$ cat src/common/omsc_pkg.sv
package omsc_pkg;

	// ----------------------------------------
	// Widths
	// ----------------------------------------
	localparam int CNT_W = 8;
	localparam int PC_W = 16;
	localparam int TBT_SRC_N = 4;
	localparam int TBT_SEL_W = 2;

	// ----------------------------------------
	// Control register fields
	// ----------------------------------------
	localparam int S1_STOP = 7;
	localparam int S1_RELEASE_MODE_SELECT = 6;
	localparam int S1_PORT_OUTPUT_HOLD_SELECT = 4;
	localparam int S2_XEN = 7;
	localparam int S2_XTEN = 6;
	localparam int S2_SYSCK = 5;
	localparam int S2_IDLE = 4;
	localparam int S2_TIMING_GEN_HALT_BIT = 2;

	// ----------------------------------------
	// Reset values and counts
	// ----------------------------------------
	localparam logic [7:0] S1_RST = 8'h00;
	localparam logic [7:0] S2_RST = 8'h80;
	localparam logic [PC_W-1:0] PC_STEP = 16'h0002;
	localparam logic [CNT_W-1:0] RST_WARMUP = 8'h10;
	localparam logic [1:0] LF_DIV_LAST = 2'h3;

	// ----------------------------------------
	// Operating modes
	// ----------------------------------------
	typedef enum logic [3:0] {
		run_single_clock,
		run_dual_clock,
		slow_hf_on,
		slow_hf_off,
		timebase_only_idle_fast,
		core_idle_single,
		core_idle_dual,
		timebase_only_idle_slow,
		core_idle_slow,
		stop_mode,
		warmup_mode
	} omsc_mode_type;

endpackage

$ cat src/common/omsc_ctl_if.sv
`timescale 1ns/1ps
interface omsc_ctl_if;
	logic wake_arm;
	logic in_stop;
	logic level_mode;
	logic pin_level;
	logic mc_tick;
	logic wake_release;
	logic wu_start;
	logic wu_use_low;
	logic [omsc_pkg::CNT_W-1:0] wu_count;
	logic hf_tick;
	logic lf_tick;
	logic wu_busy;
	logic wu_done;

	modport ctl(
		output wake_arm, in_stop, level_mode, pin_level, mc_tick,
		output wu_start, wu_use_low, wu_count, hf_tick, lf_tick,
		input wake_release, wu_busy, wu_done
	);
	modport wake(
		input wake_arm, in_stop, level_mode, pin_level, mc_tick,
		output wake_release
	);
	modport warm(
		input wu_start, wu_use_low, wu_count, hf_tick, lf_tick,
		output wu_busy, wu_done
	);
endinterface

$ cat src/hdl/omsc_mode_ctrl.sv
// Behaviour
// - Stop bit seven write enters stop.
// - Stop halts both oscillators and operation.
// - Stop holds state; port hold bit governs outputs.
// - Stop entry clears prescaler and divider.
// - Held program counter is start plus two.
// - Wake pin, key wakeup, voltage detect release.
// - Resets end stop, warm up, run single.
// - Release select: one level, zero edge.
// - Level mode releases on high wake pin.
// - Level mode refuses stop while pin high.
// - Warm-up source follows clock before stop.
// - Pin low during warm-up no re-entry.
// - Edge mode releases on rising pin edge.
// - Edge mode enters stop with pin high.
// - Edge within one machine cycle ignored.
// - Wake pin shared with port and interrupt.
// - Dual run: CPU fast, watchdog either clock.
// - Slow modes: machine cycle four slow periods.
// - Timebase idle released by falling source edge.
// - Idle bit halts CPU; pending interrupt releases.
// - Halt bit gates all but timebase timer.
// - Wake release returns to prior mode.
// - Return to slow_hf_off keeps fast oscillator off.
`timescale 1ns/1ps
module omsc_mode_ctrl
	import omsc_pkg::*;
#(
	parameter logic [CNT_W-1:0] RESET_WARMUP = RST_WARMUP
)
(
	// Clock and reset
	input wire logic core_clk,
	input wire logic nrst,
	input wire logic clk_en,
	// Software writes and settings
	input wire logic sysctl_one_wr,
	input wire logic [7:0] sysctl_one_wdata,
	input wire logic sysctl_two_wr,
	input wire logic [7:0] sysctl_two_wdata,
	input wire logic [CNT_W-1:0] warmup_count_reg,
	input wire logic [TBT_SEL_W-1:0] timebase_source_select,
	input wire logic wdt_low_select,
	input wire logic int_latch_pending,
	input wire logic [PC_W-1:0] stop_instr_pc,
	// Clock ticks
	input wire logic high_freq_tick,
	input wire logic low_freq_tick,
	input wire logic [TBT_SRC_N-1:0] tbt_src_clocks,
	// Wake and reset sources
	input wire logic stop_pin_n,
	input wire logic key_wakeup,
	input wire logic volt_detect_wake,
	input wire logic sys_reset_req,
	// Register readback
	output logic [7:0] sysctl_one_rd,
	output logic [7:0] sysctl_two_rd,
	output omsc_mode_type op_mode,
	output logic [PC_W-1:0] held_pc,
	// Clock and gating controls
	output logic hf_osc_en,
	output logic lf_osc_en,
	output logic cpu_clk_en,
	output logic wdt_clk_en,
	output logic wdt_low_src,
	output logic periph_clk_en,
	output logic tbt_clk_en,
	output logic mc_low_freq,
	output logic tg_clear,
	output logic core_hold,
	output logic port_output_enable,
	output logic warmup_active,
	// Shared pin fan-out
	output logic port1_bit1_in,
	output logic ext_interrupt_five_n
);

	typedef struct packed {
		omsc_mode_type state;
		omsc_mode_type saved;
		logic [7:0] s1;
		logic [7:0] s2;
		logic [PC_W-1:0] pc;
		logic [1:0] lf_div;
		logic tbt_prev;
		logic to_reset;
		logic wu_start;
		logic arm;
		logic tg_clear;
	} omsc_main_st_type;

	localparam omsc_main_st_type MAIN_RST = '{
		state: warmup_mode,
		saved: run_single_clock,
		s1: S1_RST,
		s2: S2_RST,
		pc: '0,
		lf_div: 2'h0,
		tbt_prev: 1'b0,
		to_reset: 1'b1,
		wu_start: 1'b1,
		arm: 1'b0,
		tg_clear: 1'b0
	};

	omsc_main_st_type main_reg;
	omsc_main_st_type main_next;
	omsc_ctl_if ctl();
	omsc_mode_type target;
	logic tbt_cur;
	logic tbt_fall;
	logic any_wake;
	logic frozen;

	// ----------------------------------------
	// Mode classes
	// ----------------------------------------
	function automatic logic is_slow(input omsc_mode_type m);
		is_slow = (m == slow_hf_on) || (m == slow_hf_off) ||
			(m == timebase_only_idle_slow) || (m == core_idle_slow);
	endfunction

	function automatic logic is_run(input omsc_mode_type m);
		is_run = (m == run_single_clock) || (m == run_dual_clock) ||
			(m == slow_hf_on) || (m == slow_hf_off);
	endfunction

	// ----------------------------------------
	// Sub-blocks
	// ----------------------------------------
	omsc_wake_detect u_wake (
		.core_clk(core_clk),
		.nrst(nrst),
		.clk_en(clk_en),
		.ctl(ctl)
	);

	omsc_warmup u_warm (
		.core_clk(core_clk),
		.nrst(nrst),
		.clk_en(clk_en),
		.ctl(ctl)
	);

	assign target = main_reg.to_reset ? run_single_clock : main_reg.saved;
	assign tbt_cur = tbt_src_clocks[timebase_source_select];
	assign tbt_fall = main_reg.tbt_prev & ~tbt_cur;
	assign any_wake = ctl.wake_release | key_wakeup | volt_detect_wake;
	assign frozen = (main_reg.state == stop_mode) || (main_reg.state == warmup_mode);

	assign ctl.wake_arm = main_reg.arm;
	assign ctl.in_stop = (main_reg.state == stop_mode);
	assign ctl.level_mode = main_reg.s1[S1_RELEASE_MODE_SELECT];
	assign ctl.pin_level = stop_pin_n;
	// The guard counts machine cycles of the clock that ran before stop.
	assign ctl.mc_tick = is_slow(main_reg.saved) ?
		(low_freq_tick && (main_reg.lf_div == LF_DIV_LAST)) : high_freq_tick;
	assign ctl.wu_start = main_reg.wu_start;
	assign ctl.wu_use_low = ~main_reg.to_reset & is_slow(main_reg.saved);
	assign ctl.wu_count = main_reg.to_reset ? RESET_WARMUP : warmup_count_reg;
	assign ctl.hf_tick = high_freq_tick;
	assign ctl.lf_tick = low_freq_tick;

	// ----------------------------------------
	// Mode sequencing
	// ----------------------------------------
	always_comb
	begin
		main_next = main_reg;
		main_next.wu_start = 1'b0;
		main_next.arm = 1'b0;
		main_next.tg_clear = 1'b0;
		main_next.tbt_prev = tbt_cur;
		if (low_freq_tick)
		begin
			main_next.lf_div = 2'(main_reg.lf_div + 2'h1);
		end
		if (sys_reset_req)
		begin
			main_next = MAIN_RST;
			main_next.tbt_prev = tbt_cur;
		end
		else
		begin
			case (main_reg.state)
				run_single_clock, run_dual_clock, slow_hf_on, slow_hf_off:
				begin
					if (sysctl_two_wr)
					begin
						main_next.s2 = sysctl_two_wdata;
						main_next.s2[S2_IDLE] = 1'b0;
						main_next.s2[S2_TIMING_GEN_HALT_BIT] = 1'b0;
					end
					if (sysctl_one_wr)
					begin
						main_next.s1 = sysctl_one_wdata;
						main_next.s1[S1_STOP] = 1'b0;
						// A refused start leaves the stop bit reading zero.
						if (sysctl_one_wdata[S1_STOP] &&
							!(sysctl_one_wdata[S1_RELEASE_MODE_SELECT] && stop_pin_n))
						begin
							main_next.s1[S1_STOP] = 1'b1;
							main_next.state = stop_mode;
							main_next.saved = main_reg.state;
							main_next.pc = PC_W'(stop_instr_pc + PC_STEP);
							main_next.lf_div = 2'h0;
							main_next.tg_clear = 1'b1;
							main_next.arm = 1'b1;
						end
					end
					else if (sysctl_two_wr && sysctl_two_wdata[S2_IDLE])
					begin
						// A pending latch cancels the start; the idle bit stays clear.
						if (!int_latch_pending)
						begin
							main_next.s2[S2_IDLE] = 1'b1;
							main_next.saved = main_reg.state;
							main_next.pc = PC_W'(stop_instr_pc + PC_STEP);
							if (main_reg.state == run_single_clock)
							begin
								main_next.state = core_idle_single;
							end
							else if (main_reg.state == run_dual_clock)
							begin
								main_next.state = core_idle_dual;
							end
							else
							begin
								main_next.state = core_idle_slow;
							end
						end
					end
					else if (sysctl_two_wr && sysctl_two_wdata[S2_TIMING_GEN_HALT_BIT])
					begin
						main_next.s2[S2_TIMING_GEN_HALT_BIT] = 1'b1;
						main_next.saved = main_reg.state;
						main_next.pc = PC_W'(stop_instr_pc + PC_STEP);
						main_next.state = is_slow(main_reg.state) ?
							timebase_only_idle_slow : timebase_only_idle_fast;
					end
					else if (main_reg.state == run_single_clock)
					begin
						if (main_reg.s2[S2_XTEN])
						begin
							main_next.state = run_dual_clock;
						end
					end
					else if (main_reg.state == run_dual_clock)
					begin
						if (!main_reg.s2[S2_XTEN])
						begin
							main_next.state = run_single_clock;
						end
						else if (main_reg.s2[S2_SYSCK])
						begin
							main_next.state = slow_hf_on;
						end
					end
					else if (main_reg.state == slow_hf_on)
					begin
						if (!main_reg.s2[S2_SYSCK])
						begin
							main_next.state = run_dual_clock;
						end
						else if (!main_reg.s2[S2_XEN])
						begin
							main_next.state = slow_hf_off;
						end
					end
					else if (main_reg.s2[S2_XEN])
					begin
						main_next.state = slow_hf_on;
					end
				end
				core_idle_single, core_idle_dual, core_idle_slow:
				begin
					if (int_latch_pending)
					begin
						main_next.state = main_reg.saved;
						main_next.s2[S2_IDLE] = 1'b0;
					end
				end
				timebase_only_idle_fast, timebase_only_idle_slow:
				begin
					if (tbt_fall)
					begin
						main_next.state = main_reg.saved;
						main_next.s2[S2_TIMING_GEN_HALT_BIT] = 1'b0;
					end
				end
				stop_mode:
				begin
					if (any_wake)
					begin
						main_next.state = warmup_mode;
						main_next.wu_start = 1'b1;
						main_next.to_reset = 1'b0;
					end
				end
				warmup_mode:
				begin
					// The wake pin is not looked at here, so it cannot restart stop.
					if (ctl.wu_done)
					begin
						main_next.state = target;
						main_next.s1[S1_STOP] = 1'b0;
						main_next.tg_clear = 1'b1;
						main_next.to_reset = 1'b0;
					end
				end
				default:
				begin
					main_next = MAIN_RST;
				end
			endcase
		end
	end

	always_ff @(posedge core_clk or negedge nrst)
	begin
		if (!nrst)
		begin
			main_reg <= MAIN_RST;
		end
		else if (clk_en)
		begin
			main_reg <= main_next;
		end
	end

	// ----------------------------------------
	// Outputs
	// ----------------------------------------
	assign sysctl_one_rd = main_reg.s1;
	assign sysctl_two_rd = main_reg.s2;
	assign op_mode = main_reg.state;
	assign held_pc = main_reg.pc;
	assign tg_clear = main_reg.tg_clear;
	assign warmup_active = (main_reg.state == warmup_mode);

	// While warming up, only the oscillators the return mode needs are started.
	assign hf_osc_en = (main_reg.state != stop_mode) && ((main_reg.state == warmup_mode) ?
		(target != slow_hf_off) : main_reg.s2[S2_XEN]);
	assign lf_osc_en = (main_reg.state != stop_mode) && ((main_reg.state == warmup_mode) ?
		(target != run_single_clock) : main_reg.s2[S2_XTEN]);
	assign cpu_clk_en = is_run(main_reg.state);
	assign wdt_clk_en = is_run(main_reg.state);
	assign wdt_low_src = is_slow(main_reg.state) ||
		((main_reg.state == run_dual_clock) && wdt_low_select);
	assign mc_low_freq = is_slow(main_reg.state);
	assign periph_clk_en = is_run(main_reg.state) || (main_reg.state == core_idle_single) ||
		(main_reg.state == core_idle_dual) || (main_reg.state == core_idle_slow);
	assign tbt_clk_en = ~frozen;
	assign core_hold = frozen;
	assign port_output_enable = ~frozen | main_reg.s1[S1_PORT_OUTPUT_HOLD_SELECT];

	// The wake pin also serves as a port bit and an interrupt input.
	assign port1_bit1_in = stop_pin_n;
	assign ext_interrupt_five_n = stop_pin_n;

endmodule

$ cat src/hdl/omsc_wake_detect.sv
`timescale 1ns/1ps
module omsc_wake_detect
	import omsc_pkg::*;
(
	// Clock and reset
	input wire logic core_clk,
	input wire logic nrst,
	input wire logic clk_en,
	// Control side
	omsc_ctl_if.wake ctl
);

	typedef struct packed {
		logic guard;
		logic pin_prev;
	} omsc_wake_st_type;

	localparam omsc_wake_st_type WAKE_RST = '{guard: 1'b0, pin_prev: 1'b0};

	omsc_wake_st_type wake_reg;
	omsc_wake_st_type wake_next;

	// ----------------------------------------
	// Edge guard
	// ----------------------------------------
	// The guard swallows edges for one machine cycle after stop entry, while
	// pin_prev keeps tracking so an edge in that window is consumed, not deferred.
	always_comb
	begin
		wake_next = wake_reg;
		wake_next.pin_prev = ctl.pin_level;
		if (ctl.wake_arm)
		begin
			wake_next.guard = 1'b1;
		end
		else if (ctl.mc_tick)
		begin
			wake_next.guard = 1'b0;
		end
	end

	always_ff @(posedge core_clk or negedge nrst)
	begin
		if (!nrst)
		begin
			wake_reg <= WAKE_RST;
		end
		else if (clk_en)
		begin
			wake_reg <= wake_next;
		end
	end

	// Level mode releases on a high pin; edge mode on a guarded rising edge.
	// The arm strobe blocks as well, since the guard flop only rises a cycle after entry.
	assign ctl.wake_release = ctl.in_stop & (ctl.level_mode ? ctl.pin_level :
		(ctl.pin_level & ~wake_reg.pin_prev & ~wake_reg.guard & ~ctl.wake_arm));

endmodule

$ cat src/hdl/omsc_warmup.sv
`timescale 1ns/1ps
module omsc_warmup
	import omsc_pkg::*;
(
	// Clock and reset
	input wire logic core_clk,
	input wire logic nrst,
	input wire logic clk_en,
	// Control side
	omsc_ctl_if.warm ctl
);

	typedef struct packed {
		logic [CNT_W-1:0] cnt;
		logic busy;
		logic done;
	} omsc_warm_st_type;

	localparam omsc_warm_st_type WARM_RST = '{cnt: '0, busy: 1'b0, done: 1'b0};
	localparam logic [CNT_W-1:0] CNT_ONE = 8'h01;

	omsc_warm_st_type warm_reg;
	omsc_warm_st_type warm_next;
	logic src_tick;

	// ----------------------------------------
	// Warm-up count
	// ----------------------------------------
	assign src_tick = ctl.wu_use_low ? ctl.lf_tick : ctl.hf_tick;

	// A zero count is taken as one tick so the wait can never be skipped.
	always_comb
	begin
		warm_next = warm_reg;
		warm_next.done = 1'b0;
		if (ctl.wu_start)
		begin
			warm_next.busy = 1'b1;
			warm_next.cnt = (ctl.wu_count == '0) ? CNT_ONE : ctl.wu_count;
		end
		else if (warm_reg.busy && src_tick)
		begin
			if (warm_reg.cnt == CNT_ONE)
			begin
				warm_next.busy = 1'b0;
				warm_next.done = 1'b1;
			end
			else
			begin
				warm_next.cnt = warm_reg.cnt - CNT_ONE;
			end
		end
	end

	always_ff @(posedge core_clk or negedge nrst)
	begin
		if (!nrst)
		begin
			warm_reg <= WARM_RST;
		end
		else if (clk_en)
		begin
			warm_reg <= warm_next;
		end
	end

	assign ctl.wu_busy = warm_reg.busy;
	assign ctl.wu_done = warm_reg.done;

endmodule

$ cat config.mk
export PLATFORM = sky130hd
export DESIGN_NAME = omsc_mode_ctrl
export DESIGN_NICKNAME = d
export VERILOG_FILES = /design/src/common/omsc_pkg.sv /design/src/common/omsc_ctl_if.sv /design/src/hdl/omsc_mode_ctrl.sv /design/src/hdl/omsc_wake_detect.sv /design/src/hdl/omsc_warmup.sv
export SDC_FILE = /design/constraint.sdc
export NUM_CORES = 1
export LEC_CHECK = 0
export BUFFER_PORTS_ARGS = -buffer_cell sky130_fd_sc_hd__buf_2
export CORE_ASPECT_RATIO = 0.9
export CORE_MARGIN = 2
export CORE_UTILIZATION = 25
export DETAILED_ROUTE_END_ITERATION = 12
export PLACE_DENSITY = 0.44
export SLEW_MARGIN = 20
export SYNTH_ARGS = -nofsm -noshare
export SYNTH_HDL_FRONTEND = slang
export SYNTH_SLANG_ARGS = --single-unit
$ cat constraint.sdc
create_clock -name core_clk -period 6.3 [get_ports core_clk]
set_input_delay 1.575 -clock core_clk [delete_from_list [all_inputs] [get_ports core_clk]]
set_output_delay 1.575 -clock core_clk [all_outputs]
set_load 0.02 [all_outputs]
==> impl_metrics.yaml, run 1 <==
global_routing:
  first_global_vias: 3540
  overflow: 0
  grt_use_total_pct: 14.9
  grt_pass1_wl_um: 19100
  grt_max_degree: 60
  antenna_found_initial: 0
worst_setup_path:
  r2r-start: "op_mode[0]"
  crit_slowest_cell: "dfstp_2"
  criticalPathCategory: "reg2out"
  critPathLaunchType: "flip-flop"
  cp_num_buf_inv: 1
  max_stage_delay_ns: 0.79
  cp.arrival_ns: 2.27
  endpoint_kind: "primary output"
  path_delay_family: "flip-flops"
  cp_max_fo: 24
  cp.required_ns: 4.72
  crit_path_cell_trace: "nand2b_1 > nor2_1 > o41ai_1 > o2bb2ai_1 > buf_2"
  critPathLaunch: "op_mode[3]"
flow_run:
  cap_violations: 0
route:
  met2_length_um: 5350
  detail_route.vias_per_cell: 5.06
  wirelength_met1_um: 5820
  drc_errors: 0
  wire_per_inst_um: 16.5
  top_layer_used: "met4"
  ant_nets: 0
  first_pass_iters: 5
  wirelength_um: 12000
  num_vias: 3683
  drt_iter0_markers: 293
  dr_wl_met3_um: 734
floorplanning:
  die_y_um: 123
  fp.dieW_um: 137
  rows: 43
  core_area_sq_um: 15400
  dieArea_sq_um: 16900
  start_util_pct: 25.6
  pin_count: 109
clocking:
  cts_tree: "done"
  htree_levels: 3
  hold_buffers: 0
  clk_pin_slew_worst_paths_ns: 0.06
  root_buffer: "clkbuf_16"
  cts-buffers-inserted: 9
  cts_resized: 0
  clock-sinks: 59
  clk_latency_ns: 0.33
  postCtsSetupBuffers: 0
  clk_path_buf_depth: 2
final_layout:
  largest_reg_flops: 16
  post_route_cells_drive_above_1_share_pct: 28.3
  final_cell_count_no_fill: 728
  num-fill-cells: 1714
  diodes: 0
  final_common_cell: "buf_2"
  mostFrequentLayoutCells: "108 x buf_2, 62 x nand2_1, 54 x dfrtp_1"
  final_area_sq_um: 4690
  final_util_pct: 30.4
  area_growth_pct: 18.6
  nets: 584
timing:
  finalHoldViolCount: 0
  finClkSkew_ns: 0.00778
  finalSetupViolations: 0
  maxClockFrequency_mhz: 260
  timing.hold.ws_ns: 0.471
  slew_headroom_pct: 37.1
  fin_tns_setup_ns: 0
  rsz0062_at_grt: "false"
  drv_slew: 0
  fin_crit_sh_pct: 61.1
  tightest_slew_ns: 0.940
  finalCriticalPeriod_ns: 3.85
  fin_ws_ns: 2.45
pwr:
  leakage_nw: 2.10
  design_power_total_mw: 1.91
  powerDensity_nw_per_um2: 408
  vdd_ir_drop_max_uv: 185
placed_design:
  routabilityCongestion: 0.808
  dp_cells: 712
  dpl-instance-area_sq_um: 4380
  io_buffers: 108
  dpl_worst_slack_ns: 2.60
  hpwl_um: 8640
synth:
  ys_seq_area_share_pct: 37.5
  synth-edff-count: 0
  synth_top_area_share_pct: 34.1
  syn-num-nets: 526
  ys_types: 69
  yosys.area.top_type: "dfrtp_1"
  ys.flop_type: "dfrtp_1"
  syn-instance-count: 463
  avgSynthCellArea_sq_um: 8.55
  synth_area_sq_um: 3960
  synth-seq-cells: 59
  synth_warnings: 0
  synth_async_sr_flop_share_pct: 100
  synth_top_cells_by_area: "dfrtp_1 34%, buf_4 7.4%, nand2_1 5.9%"
min_path:
  worst_hold_path_type: "reg2reg"
  min-delay-start: "held_pc[1]"
run_status:
  outcome: "finished, final reports clean"
## cell families after synthesis
logic type / Yosys count / synth area share [%]
buffers and inverters: 83 / 11.9
AOI/OAI and AO/OA: 135 / 23.5
and+or+nand+nor: 160 / 20.3
muxes: 8 / 2.50
xor gates and xnor gates: 14 / 3.10
DFF: 59 / 37.5
adders and majority gates: 4 / 1.26
## area by class of cell
class,instances,area (sq um),share of cell area (%)
Clock buffer,10,229,4.88
Clock inverter,6,80.1,1.71
Inverter,18,67.6,1.44
Multi-Input combinational cell,321,2010,42.8
Sequential cell,59,1480,31.6
Tap cell,202,253,5.39
Timing Repair Buffer,112,571,12.2
## cells in the mapped netlist (6+ instances only)
cell and count:
dfrtp_1 54, xnor2_1 7, clkbuf_1 18, buf_4 39, nor2_1 27, xor2_1 7, a22o_1 6, a21oi_1 20
nor3_1 10, nand3_1 14, o31ai_1 18, a31oi_1 7, o21ai_0 32, inv_1 18, nand2_1 62, o211ai_1 6
## worst reg2reg max path: cells and delay by family (launching register included)
kind | cells | cell delay, ns
compound gates | 1 | 0.34
flops | 1 | 0.68
mux | 1 | 0.37
simple gates | 3 | 1.10
## routing by layer
| metal | up-vias | GRT usage, % |
|---|---|---|
| met5 | - | 0 |
| met4 | 0 | 3.84 |
| met3 | 9 | 3.69 |
| met2 | 136 | 22.8 |
| met1 | 1764 | 20.8 |
| li1 | 1774 | - |
## worst paths after layout
| check | to | slack [ns] | depth (start not counted) |
|---|---|---|---|
| max | lf_osc_en | 2.45 | 5 |
| min | held_pc[1] | 0.47 | 2 |
| max reg2reg | op_mode[0] | 3.70 | 5 |
| min reg2reg | held_pc[1] | 0.47 | 2 |
| max in group asynchronous | u_warm.ctl.wu_busy | 4.34 | 2 |
| min in group asynchronous | sysctl_one_rd[5] | 1.43 | 2 |
## power by group
part / leakage (nW) / internal (mW) / total, mW / switching, mW
sequential: 0.772 / 0.479 / 0.630 / 0.150
combinational: 1.17 / 0.276 / 0.763 / 0.487
clock: 0.156 / 0.343 / 0.520 / 0.177
total: 2.10 / 1.10 / 1.91 / 0.815
No activity file was read; power rests on OpenSTA's default activity.
==> inputs of run 2 (changes only) <==
Settings changed: ABC_AREA set to 1.
Clock period 6.3 ns to 3.7 ns, I/O delays scaled along.
==> run 2 against run 1 <==
Effect of this change: the run now ends with design-rule violations left; synthesized cell count rose by 28%; sequential cell count unchanged; combinational power increased by 120%; sequential share of layout area shrank 1.6 points; first-iteration DRC count is 20% higher; worst hold slack better by 0.0022 ns; global-route usage is 0.62 points lower; worst setup slack worse by 1.8 ns; clock power up 75%; largest power group unchanged; area after synthesis is 5.2% higher; cell count increased by 20%; via count rose by 9.3%.
==> impl_metrics.yaml, run 2 <==
clocking:
  clk_latency_ns: 0.34
  cts_tree: "done"
  hold_buffers: 0
  cts_resized: 0
  cts-buffers-inserted: 9
  root_buffer: "clkbuf_16"
  clock-sinks: 59
  postCtsSetupBuffers: 0
  clk_pin_slew_worst_paths_ns: 0.05
  clk_path_buf_depth: 2
  htree_levels: 3
route:
  ant_nets: 0
  wirelength_um: 12400
  detail_route.vias_per_cell: 4.61
  wire_per_inst_um: 14.2
  drc_errors: 3
  drt_iter0_markers: 353
  first_pass_iters: 10
  num_vias: 4024
floorplanning:
  fp.dieW_um: 140
  pin_count: 109
  core_area_sq_um: 16200
  start_util_pct: 25.6
  rows: 44
  dieArea_sq_um: 17700
  die_y_um: 126
synth:
  syn-instance-count: 592
  synth_top_cells_by_area: "dfrtp_1 32%, nand2_1 16%, buf_4 7.6%"
  synth_area_sq_um: 4160
  avgSynthCellArea_sq_um: 7.03
  yosysMostFrequentCell: "nand2_1"
  synth-edff-count: 0
  ys.flop_type: "dfrtp_1"
  ys_top_cells_by_count: "175 x nand2_1, 70 x inv_1, 54 x dfrtp_1, 48 x nand3_1, 42 x buf_4"
  synth_warnings: 0
  synth_top_area_share_pct: 32.5
  ys_types: 38
  synth-seq-cells: 59
  synth_async_sr_flop_share_pct: 100
  syn-num-nets: 655
  yosys.area.top_type: "dfrtp_1"
  ys_seq_area_share_pct: 35.6
global_routing:
  antenna_found_initial: 0
  grt_max_degree: 60
  grt_use_total_pct: 14.2
  overflow: 0
  grt_pass1_wl_um: 19900
  first_global_vias: 3941
worst_setup_path:
  r2r_slack_ns: 1.27
  criticalPathCategory: "reg2out"
  r2r-start: "op_mode[1]"
  reg2regPathDepth: 8
  endpoint_kind: "primary output"
  cp.arrival_ns: 2.14
  cp_max_fo: 9
  crit_path_end: "hf_osc_en"
  critPathLaunch: "op_mode[0]"
  crit-reg2reg-capture: "held_pc[12]"
  critPathLaunchType: "flip-flop"
  cp.required_ns: 2.77
pwr:
  seq_power_share_pct: 28.5
  p_sw_mw: 1.61
  p_int_mw: 1.97
  design_power_total_mw: 3.58
  vdd_ir_drop_max_uv: 261
  p_clk_share_pct: 25.5
  p_sw_share_pct: 45.0
  leakage_nw: 2.66
  powerDensity_nw_per_um2: 725
  p_comb_share_pct: 46.0
timing:
  timing.hold.ws_ns: 0.473
  fin_ws_ns: 0.632
  drv_slew: 0
  finalHoldViolCount: 0
  finClkSkew_ns: 0.00646
  rsz0062_at_grt: "false"
  tightest_slew_ns: 0.816
  fin_crit_sh_pct: 82.9
  fin_tns_setup_ns: 0
  finalSetupViolations: 0
  slew_headroom_pct: 45.6
  finalCriticalPeriod_ns: 3.07
  maxClockFrequency_mhz: 326
final_layout:
  area_growth_pct: 18.6
  largest_reg_flops: 16
  final_area_sq_um: 4940
  mostFrequentLayoutCells: "175 x nand2_1, 108 x buf_2, 70 x inv_1"
  final_cell_count_no_fill: 873
  num-fill-cells: 1787
  post_route_cells_drive_above_1_share_pct: 25.5
  diodes: 0
  final_common_cell: "nand2_1"
  final_util_pct: 30.4
  nets: 726
run_status:
  violations: "design-rule violations"
  outcome: "complete, but fails checks"
flow_run:
  cap_violations: 0
min_path:
  worst_hold_path_type: "reg2reg"
  hold_depth: 2
  min-delay-start: "u_wake.wake_reg[0]"
placed_design:
  io_buffers: 108
  dpl-instance-area_sq_um: 4620
  dp_cells: 859
  routabilityCongestion: 0.896
  dpl_worst_slack_ns: 1.02
  hpwl_um: 9560
run 2: cell types whose count changed after synthesis, moves of 9 or more:
cell      before  now
a21oi_1       20    8
clkbuf_1      18    3
inv_1         18   70
nand2_1       62  175
nand3_1       14   48
nor2_1        27   38
o21ai_0       32   41
o21ai_2        1   11
o31ai_1       18    1
run 2: cell type report:
class / instances / area, sq um / share of cell area (%)
Multi-Input combinational cell: 405 / 2030 / 41.1
Clock inverter: 2 / 60.1 / 1.22
Timing Repair Buffer: 110 / 556 / 11.3
Inverter: 78 / 295 / 5.98
Sequential cell: 59 / 1480 / 30.0
Clock buffer: 12 / 256 / 5.20
Tap cell: 207 / 259 / 5.25
run 2: layer usage:
layer / vias up / part of all wire [%] / global-route usage, %
met5: - / 0 / 0
met2: 154 / 44 / 22.2
met1: 1867 / 47 / 18.9
met4: 0 / 1.4 / 4.75
met3: 11 / 7.8 / 4.38
li1: 1992 / - / -
run 2: worst min-delay path by stage:
stage and end:
6_report u_wake.wake_reg[0], 5_1_grt sysctl_two_rd[2], 4_1_cts sysctl_two_rd[2], 3_5_place_dp u_wake.wake_reg[0], 3_3_place_gp u_wake.wake_reg[0], 2_1_floorplan u_wake.wake_reg[0]
run 2: worst max-delay path, stage by stage (launching register included):
cell and delay, ns:
dfrtp_1 0.48, inv_1 0.21, nand2_1 0.10, nor2_1 0.40, o21ai_0 0.16, a41oi_1 0.24, buf_2 0.21
run 2: kinds of logic (layout without fill, tap and decap cells):
| logic type | after synthesis | after routing | synth area share (%) |
|---|---|---|---|
| AND/OR/NAND/NOR | 312 | 312 | 34.1 |
| AO/OA/AOI/OAI | 76 | 76 | 10.6 |
| adder cells (fa/ha/maj) | 4 | 4 | 1.20 |
| XOR/XNOR | 13 | 13 | 2.74 |
| flip-flops | 59 | 59 | 35.6 |
| buffers and inverters | 128 | 202 | 15.7 |
run 2: power by group through the flow:
| stage | Combinational, mW | Sequential, mW | Clock, mW |
|---|---|---|---|
| after detailed placement | 1.65 | 1.03 | 0 |
| after CTS | 1.65 | 1.02 | 0.943 |
| after floorplan | 1.36 | 0.953 | 0 |
| after global placement | 1.64 | 1.03 | 0 |
| final | 1.65 | 1.02 | 0.911 |
| after global routing | 1.83 | 1.05 | 0.969 |
